[src/verilog/tef_pkg.sv]
// Constants shared by the timer event flag and request enable logic
package tef_pkg;
	// Register byte offsets
	localparam logic [11:0] TEF_DIER_OFF     = 12'h00C;
	localparam logic [11:0] TEF_SR_OFF       = 12'h010;
	// Values after reset
	localparam logic [31:0] TEF_DIER_RST     = 32'h0000_0000;
	localparam logic [31:0] TEF_SR_RST       = 32'h0000_0000;
	// Enable register field positions
	localparam int          TEF_UPD_IRQ_BIT  = 0;
	localparam int          TEF_CH_IRQ_LSB   = 1;
	localparam int          TEF_TRG_IRQ_BIT  = 6;
	localparam int          TEF_UPD_DMA_BIT  = 8;
	localparam int          TEF_CH_DMA_LSB   = 9;
	localparam int          TEF_TRG_DMA_BIT  = 14;
	// Status register field positions
	localparam int          TEF_UPD_FLG_BIT  = 0;
	localparam int          TEF_CH_FLG_LSB   = 1;
	localparam int          TEF_TRG_FLG_BIT  = 6;
	localparam int          TEF_CH_OVC_LSB   = 9;
	// Number of capture/compare channels
	localparam int          TEF_NUM_CH       = 4;
	// Implemented bits; all others are reserved and read zero
	localparam logic [31:0] TEF_DIER_MASK    = 32'h0000_5F5F;
	localparam logic [31:0] TEF_SR_MASK      = 32'h0000_1E5F;
	// Enable bits that gate the interrupt line
	localparam logic [31:0] TEF_IRQ_MASK     = 32'h0000_005F;
	// Slave mode codes
	localparam logic [2:0]  TEF_SLV_OFF      = 3'h0;
	localparam logic [2:0]  TEF_SLV_PAUSE    = 3'h5;
endpackage

[src/verilog/tef_trig_detect.sv]
// Trigger input edge detector producing trigger events
`timescale 1ns/100ps
module tef_trig_detect
	import tef_pkg::*;
(
	input  wire logic       ref_clk_i,
	input  wire logic       sys_rst_i,
	input  wire logic       trigger_in_i,
	input  wire logic [2:0] slave_mode_select_i,
	output logic            trig_evt_o
);
	logic trig_prev;   // Trigger level one cycle ago

	// Previous trigger level, same clock as the timer so no sync
	always_ff @(posedge ref_clk_i or posedge sys_rst_i) begin
		if (sys_rst_i) begin
			trig_prev <= 1'b0;
		end else begin
			trig_prev <= trigger_in_i;
		end
	end

	// Edge qualification by slave mode
	always_ff @(posedge ref_clk_i or posedge sys_rst_i) begin
		if (sys_rst_i) begin
			trig_evt_o <= 1'b0;
		end else if (slave_mode_select_i == TEF_SLV_OFF) begin
			// Slave controller off: no trigger events at all
			trig_evt_o <= 1'b0;
		end else if (slave_mode_select_i == TEF_SLV_PAUSE) begin
			// Pause gates the counter on level, so both edges count
			trig_evt_o <= trigger_in_i ^ trig_prev;
		end else begin
			// Other modes: active (rising) edge only
			trig_evt_o <= trigger_in_i & ~trig_prev;
		end
	end
endmodule

[src/verilog/tef_flags.sv]
// Timer event flags, interrupt and DMA request enables, APB slave
// How it works
// - Enable bit 0 gates update interrupt
// - Bits 1-4 gate channel interrupts
// - Enable bit 6 gates trigger interrupt
// - Bit 8 gates update DMA requests
// - Bits 9-12 gate channel DMA requests
// - Bit 14 gates trigger DMA requests
// - Reserved bits read zero, keep zero
// - Update event sets flag bit 0
// - Channel 1 capture sets its flag
// - Channel 1 compare match sets flag
// - Channels 2-4 flags at bits 2-4
// - Active trigger edge sets trigger flag
// - Pause mode: both trigger edges count
// - Capture with flag set sets over-capture
// - Channels 2-4 over-capture at bits 10-12
// - Hardware sets flags, software writes zero
// - Mode 101 is pause, 000 disabled
//
// Added by the designer: the APB interface to the registers.
`timescale 1ns/100ps
module tef_flags
	import tef_pkg::*;
#(
	parameter int ADDR_W = 12                // APB address width
)(
	input  wire logic              ref_clk_i,
	input  wire logic              sys_rst_i,
	input  wire logic              psel_i,
	input  wire logic              penable_i,
	input  wire logic              pwrite_i,
	input  wire logic [ADDR_W-1:0] paddr_i,
	input  wire logic [31:0]       pwdata_i,
	input  wire logic [3:0]        pstrb_i,
	output logic [31:0]            prdata_o,
	output logic                   pready_o,
	output logic                   pslverr_o,
	input  wire logic              update_evt_i,
	input  wire logic [3:0]        chan_capture_i,
	input  wire logic [3:0]        chan_compare_i,
	input  wire logic [3:0]        chan_input_mode_i,
	input  wire logic              trigger_in_i,
	input  wire logic [2:0]        slave_mode_select_i,
	output logic                   irq_o,
	output logic                   update_dma_req_o,
	output logic [3:0]             chan_dma_req_o,
	output logic                   trigger_dma_req_o
);
	// Expand byte strobes into a bit mask
	function automatic logic [31:0] strb_mask(input logic [3:0] s);
		logic [31:0] m;
		m = '0;
		for (int i = 0; i < 4; i++) begin
			m[i*8 +: 8] = {8{s[i]}};
		end
		return m;
	endfunction

	// Address compare on the low address bits
	function automatic logic hit(input logic [ADDR_W-1:0] a,
		input logic [11:0] off);
		return a[11:0] == off;
	endfunction

	logic [31:0] dma_interrupt_enable; // Enable register
	logic [31:0] event_status_flags;   // Status flag register
	logic        setup_ph;             // APB setup cycle
	logic        access_ph;            // APB access cycle, always ready
	logic        wr_en_dier;           // Write to enable register
	logic        wr_en_sr;             // Write to status register
	logic        addr_ok;              // Address maps to a register
	logic [31:0] wmask;                // Strobed bit lanes
	logic [31:0] sr_clr;               // Bits software clears now
	logic [31:0] sr_set;               // Bits hardware sets now
	logic [31:0] next_sr;              // Status value for next edge
	logic [3:0]  chan_cap;             // Capture events per channel
	logic [3:0]  chan_evt;             // Capture or compare events
	logic [3:0]  chan_ovc;             // Over-capture events
	logic        trig_evt;             // Qualified trigger event

	// Trigger edge qualification lives in its own small block
	tef_trig_detect u_trig (
		.ref_clk_i           (ref_clk_i),
		.sys_rst_i           (sys_rst_i),
		.trigger_in_i        (trigger_in_i),
		.slave_mode_select_i (slave_mode_select_i),
		.trig_evt_o          (trig_evt)
	);

	// APB phase decode; zero wait states so pready is combinational
	assign setup_ph   = psel_i & ~penable_i;
	assign access_ph  = psel_i & penable_i;
	assign pready_o   = access_ph;
	assign addr_ok    = hit(paddr_i, TEF_DIER_OFF)
	                  | hit(paddr_i, TEF_SR_OFF);
	// Unmapped addresses answer with an error, writes dropped
	assign pslverr_o  = access_ph & ~addr_ok;
	assign wmask      = strb_mask(pstrb_i);
	assign wr_en_dier = access_ph & pwrite_i
	                  & hit(paddr_i, TEF_DIER_OFF);
	assign wr_en_sr   = access_ph & pwrite_i
	                  & hit(paddr_i, TEF_SR_OFF);

	// Channel events depend on the channel direction
	always_comb begin
		chan_cap = chan_input_mode_i & chan_capture_i;
		chan_evt = chan_cap
		         | (~chan_input_mode_i & chan_compare_i);
		// New capture while the channel flag is still up
		chan_ovc = chan_cap
		         & event_status_flags[TEF_CH_FLG_LSB +: TEF_NUM_CH];
		// Over-capture for every channel alike
	end

	// Hardware set vector, one bit per status flag
	always_comb begin
		sr_set = '0;
		sr_set[TEF_UPD_FLG_BIT] = update_evt_i;
		sr_set[TEF_CH_FLG_LSB +: TEF_NUM_CH] = chan_evt;
		sr_set[TEF_TRG_FLG_BIT] = trig_evt;
		sr_set[TEF_CH_OVC_LSB +: TEF_NUM_CH] = chan_ovc;
	end

	// Software clears only where it writes a zero on a strobed lane
	always_comb begin
		sr_clr = '0;
		if (wr_en_sr) begin
			sr_clr = wmask & ~pwdata_i & TEF_SR_MASK;
		end
		// Set is OR-ed last so a coincident event is kept
		next_sr = ((event_status_flags & ~sr_clr) | sr_set)
		        & TEF_SR_MASK;
	end

	// Status flags: set by hardware, cleared by writing zero
	always_ff @(posedge ref_clk_i or posedge sys_rst_i) begin
		if (sys_rst_i) begin
			event_status_flags <= TEF_SR_RST;
		end else begin
			event_status_flags <= next_sr;
		end
	end

	// Enable register; reserved lanes are masked so they stay zero
	always_ff @(posedge ref_clk_i or posedge sys_rst_i) begin
		if (sys_rst_i) begin
			dma_interrupt_enable <= TEF_DIER_RST;
		end else if (wr_en_dier) begin
			// Byte lanes not strobed keep their old value
			dma_interrupt_enable <= ((dma_interrupt_enable & ~wmask)
			                     | (pwdata_i & wmask))
			                     & TEF_DIER_MASK;
		end
	end

	// Read data captured in the setup cycle, shown in access cycle
	always_ff @(posedge ref_clk_i or posedge sys_rst_i) begin
		if (sys_rst_i) begin
			prdata_o <= 32'h0000_0000;
		end else if (setup_ph) begin
			if (hit(paddr_i, TEF_DIER_OFF)) begin
				prdata_o <= dma_interrupt_enable & TEF_DIER_MASK;
			end else if (hit(paddr_i, TEF_SR_OFF)) begin
				prdata_o <= event_status_flags & TEF_SR_MASK;
			end else begin
				// Unmapped read returns zero with the error flag
				prdata_o <= 32'h0000_0000;
			end
		end
	end

	// Interrupt line: any of flags 0-4 and 6 with its enable, one cycle of lag
	always_ff @(posedge ref_clk_i or posedge sys_rst_i) begin
		if (sys_rst_i) begin
			irq_o <= 1'b0;
		end else begin
			irq_o <= |(event_status_flags & dma_interrupt_enable
			         & TEF_IRQ_MASK);
		end
	end

	// DMA requests: one-cycle pulses per enabled event
	always_ff @(posedge ref_clk_i or posedge sys_rst_i) begin
		if (sys_rst_i) begin
			update_dma_req_o  <= 1'b0;
			chan_dma_req_o    <= 4'h0;
			trigger_dma_req_o <= 1'b0;
		end else begin
			update_dma_req_o  <= update_evt_i
			   & dma_interrupt_enable[TEF_UPD_DMA_BIT];
			chan_dma_req_o    <= chan_evt
			   & dma_interrupt_enable[TEF_CH_DMA_LSB +: TEF_NUM_CH];
			trigger_dma_req_o <= trig_evt
			   & dma_interrupt_enable[TEF_TRG_DMA_BIT];
		end
	end
endmodule

[config.mk]
export PLATFORM = sky130hd
export DESIGN_NAME = tef_flags
export DESIGN_NICKNAME = d
export VERILOG_FILES = /design/src/verilog/tef_pkg.sv /design/src/verilog/tef_trig_detect.sv /design/src/verilog/tef_flags.sv
export SDC_FILE = /design/constraint.sdc
export NUM_CORES = 1
export LEC_CHECK = 0
export ABC_AREA = 1
export CORE_UTILIZATION = 30
export CTS_CLUSTER_DIAMETER = 200
export DETAILED_ROUTE_END_ITERATION = 8
export DONT_BUFFER_PORTS = 1
export PLACE_DENSITY_LB_ADDON = 0.08
export SYNTH_ARGS = -nofsm -noshare
export SYNTH_HDL_FRONTEND = slang
export SYNTH_SLANG_ARGS = --single-unit
[constraint.sdc]
create_clock -name ref_clk_i -period 1.55 [get_ports ref_clk_i]
set_clock_uncertainty 0.15 [all_clocks]
set_input_delay 0.31 -clock ref_clk_i [delete_from_list [all_inputs] [get_ports ref_clk_i]]
set_output_delay 0.31 -clock ref_clk_i [all_outputs]
set_load 0.01 [all_outputs]
[After elaboration in Yosys (flattened, before gate mapping)]
Cells that the tools add are included.
Word-level totals
  input port bits: 70
  flip-flop bits (word level): 63
  word-level logic and storage cells: 49
  output and inout bits: 41
Operators by class
  reduce and logical (&&, ||, !) cells: 2
  mux-type cells: 5
  bitwise operators: 30
  equal/unequal tests: 3
Operators by type and width (number)
  bitwise AND 15 bit: 2
  bitwise AND 13 bit: 2
  two-way mux 13 bit: 2
  NOT 13 bit: 2
  bitwise AND 4 bit: 4
  two-way mux 15 bit: 1
  NOT 15 bit: 1
  OR 15 bit: 1
  OR 13 bit: 1
  equality test 12 x 4 -> 1 bit, second input constant: 1
  equality test 12 x 5 -> 1 bit, second input constant: 1
  bitwise AND 1 bit: 9
  bitwise AND 7 bit: 1
  OR reduction 6 bit: 1
  NOT 4 bit: 1
  OR 4 bit: 1
  equality test 3 bit, second input constant: 1
  logical NOT 3 bit: 1
  NOT 1 bit: 3
  two-way mux 1 bit: 2
  OR 1 bit: 1
  bitwise XOR 1 bit: 1

[Longest topological paths before layout]
  depth after elaboration: 7
  gate-level depth with buffers: 9
  gate-level depth less buffers: 8

[By module]
A second synthesis with hierarchy kept.
Second synthesis, totals
  cell total of the unflattened synthesis: 307
  area total of the unflattened synthesis: 2448.6 µm²
By module, submodules not included
  tef_flags: times used 1, cells an instance 291, sequential area each 1026.0 µm², area an instance 2331.0 µm²
  tef_trig_detect: times used 1, cells an instance 16, sequential area each 50.0 µm², area an instance 117.6 µm²

[Worst setup path before layout]
Ideal clock, no wire load.
  path type: input -> output
  start point: in paddr_i[4]
  end point: out pslverr_o
  path slack: 182 ps
  stages: 5
  data required time: 1090 ps
  path buffers: 1
  arrival time: 908 ps
  cells stage by stage: inv_2 -> nor2_1 -> and2_1 -> buf_2 -> a21oi_1
On the way
  word-level cells in the longest chain between the ends: 4
  elaborated cells between the ends (all ways): 5
  classes of those cells: 2 x eq/ne; 3 x bitwise
Ends and longest elaborated chain
  start: declaration: line tef_flags.sv:33  | input wire logic [ADDR_W-1:0] paddr_i,
  equality test 12 x 4 -> 1 bit / equality test 12 x 5 -> 1 bit (equally long branches): line tef_flags.sv:63  | return a[11:0] == off;
  OR 1 bit (*): line tef_flags.sv:96  | | hit(paddr_i, TEF_SR_OFF);
  NOT 1 bit (*): line tef_flags.sv:98  | assign pslverr_o = access_ph & ~addr_ok;
  bitwise AND 1 bit (*): line tef_flags.sv:98
  end: declaration: line tef_flags.sv:38  | output logic pslverr_o,
Every way passes the cells marked *; elsewhere a longest branch is shown, timed or not.

[Worst setup path after layout]
  start point: in paddr_i[9]
  end point: out pslverr_o
The elaborated chain is that of the path after synthesis.

==> metrics.md <==
| Metric | Value |
|---|---|
| Pint | `0.00171 W` |
| Status | `completed` |
| Latest clock arrival within the worst-skew pair | `approximately 0.3 ns` |
| Post-synthesis register bit count | `43` |
| Netlist cell types | `25` |
| WP data required | `1.09 ns` |
| Worst-path fanout max | `5` |
| 1st-pass router iterations | `4` |
| Worst-path clk slew | `0.09 ns` |
| Post-detail-place hpwl | `roughly 4.4 mm` |
| Setup TNS | `0 ns` |
| Detail Route Antenna Nets | `0` |
| Switching power | `0.000531 W` |
| Cells after Synth | `303` |
| Sw frac | `23.7%` |
| Worst EP arrival | `0.98 ns` |
| Max Slew Vio Count | `0` |
| Placed Area | `2460 um^2` |
| Pwr Density | `835 nW/um^2` |
| Fmax | `slightly below 700 MHz` |
| Clock root cell | `clkbuf_8` |
| DRT iter0 DRCs | `79` |
| Post_cts resized | `0` |
| Chip width | `91.2 um` |
| Synthesized cell area | `2390 um^2` |
| Sink Count | `43` |
| Grt total ovfl | `0` |
| Share of cells above drive strength 1 | `10.4%` |
| Global placement routability congestion | `0.758` |
| Die area | `8310 um^2` |
| Max Cap Viol | `0` |
| Ant. Diodes | `0` |
| Clock tree buffer depth | `2` |
| Initial Util | `30.9%` |
| Vias/cell | `4.65` |
| Critical path endpoint category | `output port` |
| Buffers on Ports | `0` |
| DRC errors left | `0` |
| Synthesis Warnings | `0` |
| Leakage | `1.39 nW` |
| # fillers | `roughly 860` |
| Pin count of the biggest net entering global routing | `between 40 and 50` |
| Initial antenna violation count | `0` |
| Core ar. | `just under 8000 um^2` |
| Vias in the first global route | `2021` |
| Comb pwr share | `8.0%` |
| Worst hold path type | `in2reg` |
| Wire length per cell | `14.7 um` |
| Clk network pwr share | `41.7%` |
| Final setup fails | `0` |
| Crit path launch type | `input pin` |
| First-pass GRT wire length | `just over 10 mm` |
| Total GRT Usage | `15.7%` |
| Minimum clock period after layout | `1.44 ns` |
| Final hold viol count | `0` |
| Max VDD drop | `~0.0004 V` |
| CTS tree | `yes` |
| Final nets | `387` |
| Area Overhead vs Synth | `12.4%` |
| Placement row count | `32` |
| H-tree Lvls | `2` |
| Setup Crit Path Kind | `in2out` |
| CTS buffer count | `5` |
| Sequential cell area fraction in the yosys report | `~45%` |
| Post-route cell area | `2680 um^2` |
| Syn avg cell area | `7.87 um^2` |
| Fin crit share | `between 90% and 100%` |
| IO Count | `111` |
| Post-Route WL | `6.16 mm` |
| Via count | `1949` |
| Sequential power share | `between 50% and 60%` |
| RSZ-0062 raised after global routing | `no` |
| Chip height | `about 91 um` |
[cell usage after synthesis, drive strengths merged]
cell | instances | share of area [%]
and2 | 1 | 0.26
ha | 1 | 0.52
nand3 | 24 | 5.5
mux2i | 4 | 1.7
inv | 24 | 3.8
clkbuf | 1 | 0.58
a21oi | 3 | 0.63
o21ai | 2 | 0.42
a211oi | 1 | 0.31
nand4 | 25 | 7.1
nor3 | 1 | 0.21
a22o | 2 | 0.73
nand2 | 107 | 17
conb | 1 | 0.16
buf | 31 | 9.4
nor2 | 32 | 6.7
dfrtp | 43 | 45
[layout by cell type (no fill, tap or decap), types with 2 or more instances in the layout]
cell / Yosys / routed
a21oi_1: 3 / 3
a22o_1: 2 / 2
buf_12: 0 / 4
buf_4: 23 / 5
clkbuf_8: 1 / 6
conb_1: 1 / 20
dfrtp_1: 43 / 43
dlygate4sd3_1: 0 / 10
inv_1: 22 / 21
inv_2: 2 / 3
mux2i_1: 4 / 4
nand2_1: 106 / 106
nand3_1: 22 / 22
nand3_2: 2 / 2
nand4_1: 23 / 23
nand4_2: 2 / 2
nor2_1: 24 / 24
nor2_2: 4 / 4
nor2_4: 4 / 4
o21ai_0: 2 / 2
[path summary, 6_finish.rpt]
| kind | from | to | slack, ns | cells past startpoint |
|---|---|---|---|---|
| setup / recovery | paddr_i[9] | pslverr_o | 0.11 | 6 |
| hold / removal | pwdata_i[9] | flip-flop | 0.006 | 2 |
| setup reg to reg | event_status_flags[4] | irq_o | 0.41 | 3 |
| hold reg to reg | u_trig.trig_evt_o | trigger_dma_req_o | 0.33 | 2 |
| max in group asynchronous | sys_rst_i | u_trig.trig_prev | 0.69 | 3 |
| min in group asynchronous | sys_rst_i | prdata_o[12] | 0.33 | 3 |
[layer usage]
layer,part of all wire (%),global-route usage (%),vias to the layer above,routed length [um]
met5,0,0,-,0
met4,1.3,4.50,0,81
met3,6.9,4.61,8,423
met2,46,25.1,62,2840
met1,46,20.6,922,2810
li1,-,-,957,-
[power groups by stage]
stage | Combinational [W] | Sequential [W] | Clock, W
after global placement | 0.000157 | 0.00115 | 0
after detailed placement | 0.000157 | 0.00115 | 0
after global routing | 0.000203 | 0.00113 | 0.000994
after CTS | 0.000177 | 0.00113 | 0.000960
final | 0.000178 | 0.00113 | 0.000933
after floorplan | 0.000163 | 0.00115 | 0
[stage by stage]
| step | hold slack, ns | setup slack, ns | power [W] | instances | utilization (%) |
|---|---|---|---|---|---|
| finish | 0.00619 | 0.112 | 0.00224 | 419 | 34.7 |
| CTS | 0.0000166 | 0.0996 | 0.00226 | 417 | 34.4 |
| floorplan | 0.191 | 0.0873 | 0.00131 | 322 | - |
| global route | 0.00197 | 0.0661 | 0.00232 | 419 | 34.7 |
| global placement | 0.103 | 0.0898 | 0.00131 | 401 | 31.9 |
| detailed placement | 0.103 | 0.107 | 0.00131 | 401 | 31.9 |
[what timing repair did]
action / 4_1_cts / 5_1_grt
hold buffers: 8 / 2
buffers inserted: 0 / 0
endpoints found under the hold margin: 52 / 2
[kinds of logic (layout without fill, tap and decap cells)]
family / count (synthesis) / after routing / share of synthesized area, %
compound gates: 8 / 8 / 2.10
simple gates: 190 / 190 / 36.7
fa+ha+maj: 1 / 1 / 0.524
mux: 4 / 4 / 1.68
other cells: 1 / 20 / 0.157
buf+inv: 56 / 51 / 13.8
flops: 43 / 43 / 45.1
[critical path, cell delays in order]
cell and delay, ns:
nor2_1 0.14, nand2_1 0.11, nor2_4 0.15, nand2_1 0.11, nand2_1 0.08, a21oi_1 0.07
[final cells by class]
cell class	count	area, um^2	share of cell area (%)
Clock buffer	6	82.6	3.08
Clock inverter	2	35.0	1.31
Inverter	24	90.1	3.36
Multi-Input combinational cell	223	1050	39.2
Sequential cell	43	1080	40.1
Tap cell	102	128	4.76
Timing Repair Buffer	19	218	8.12
(Power assumes the default switching activity.)
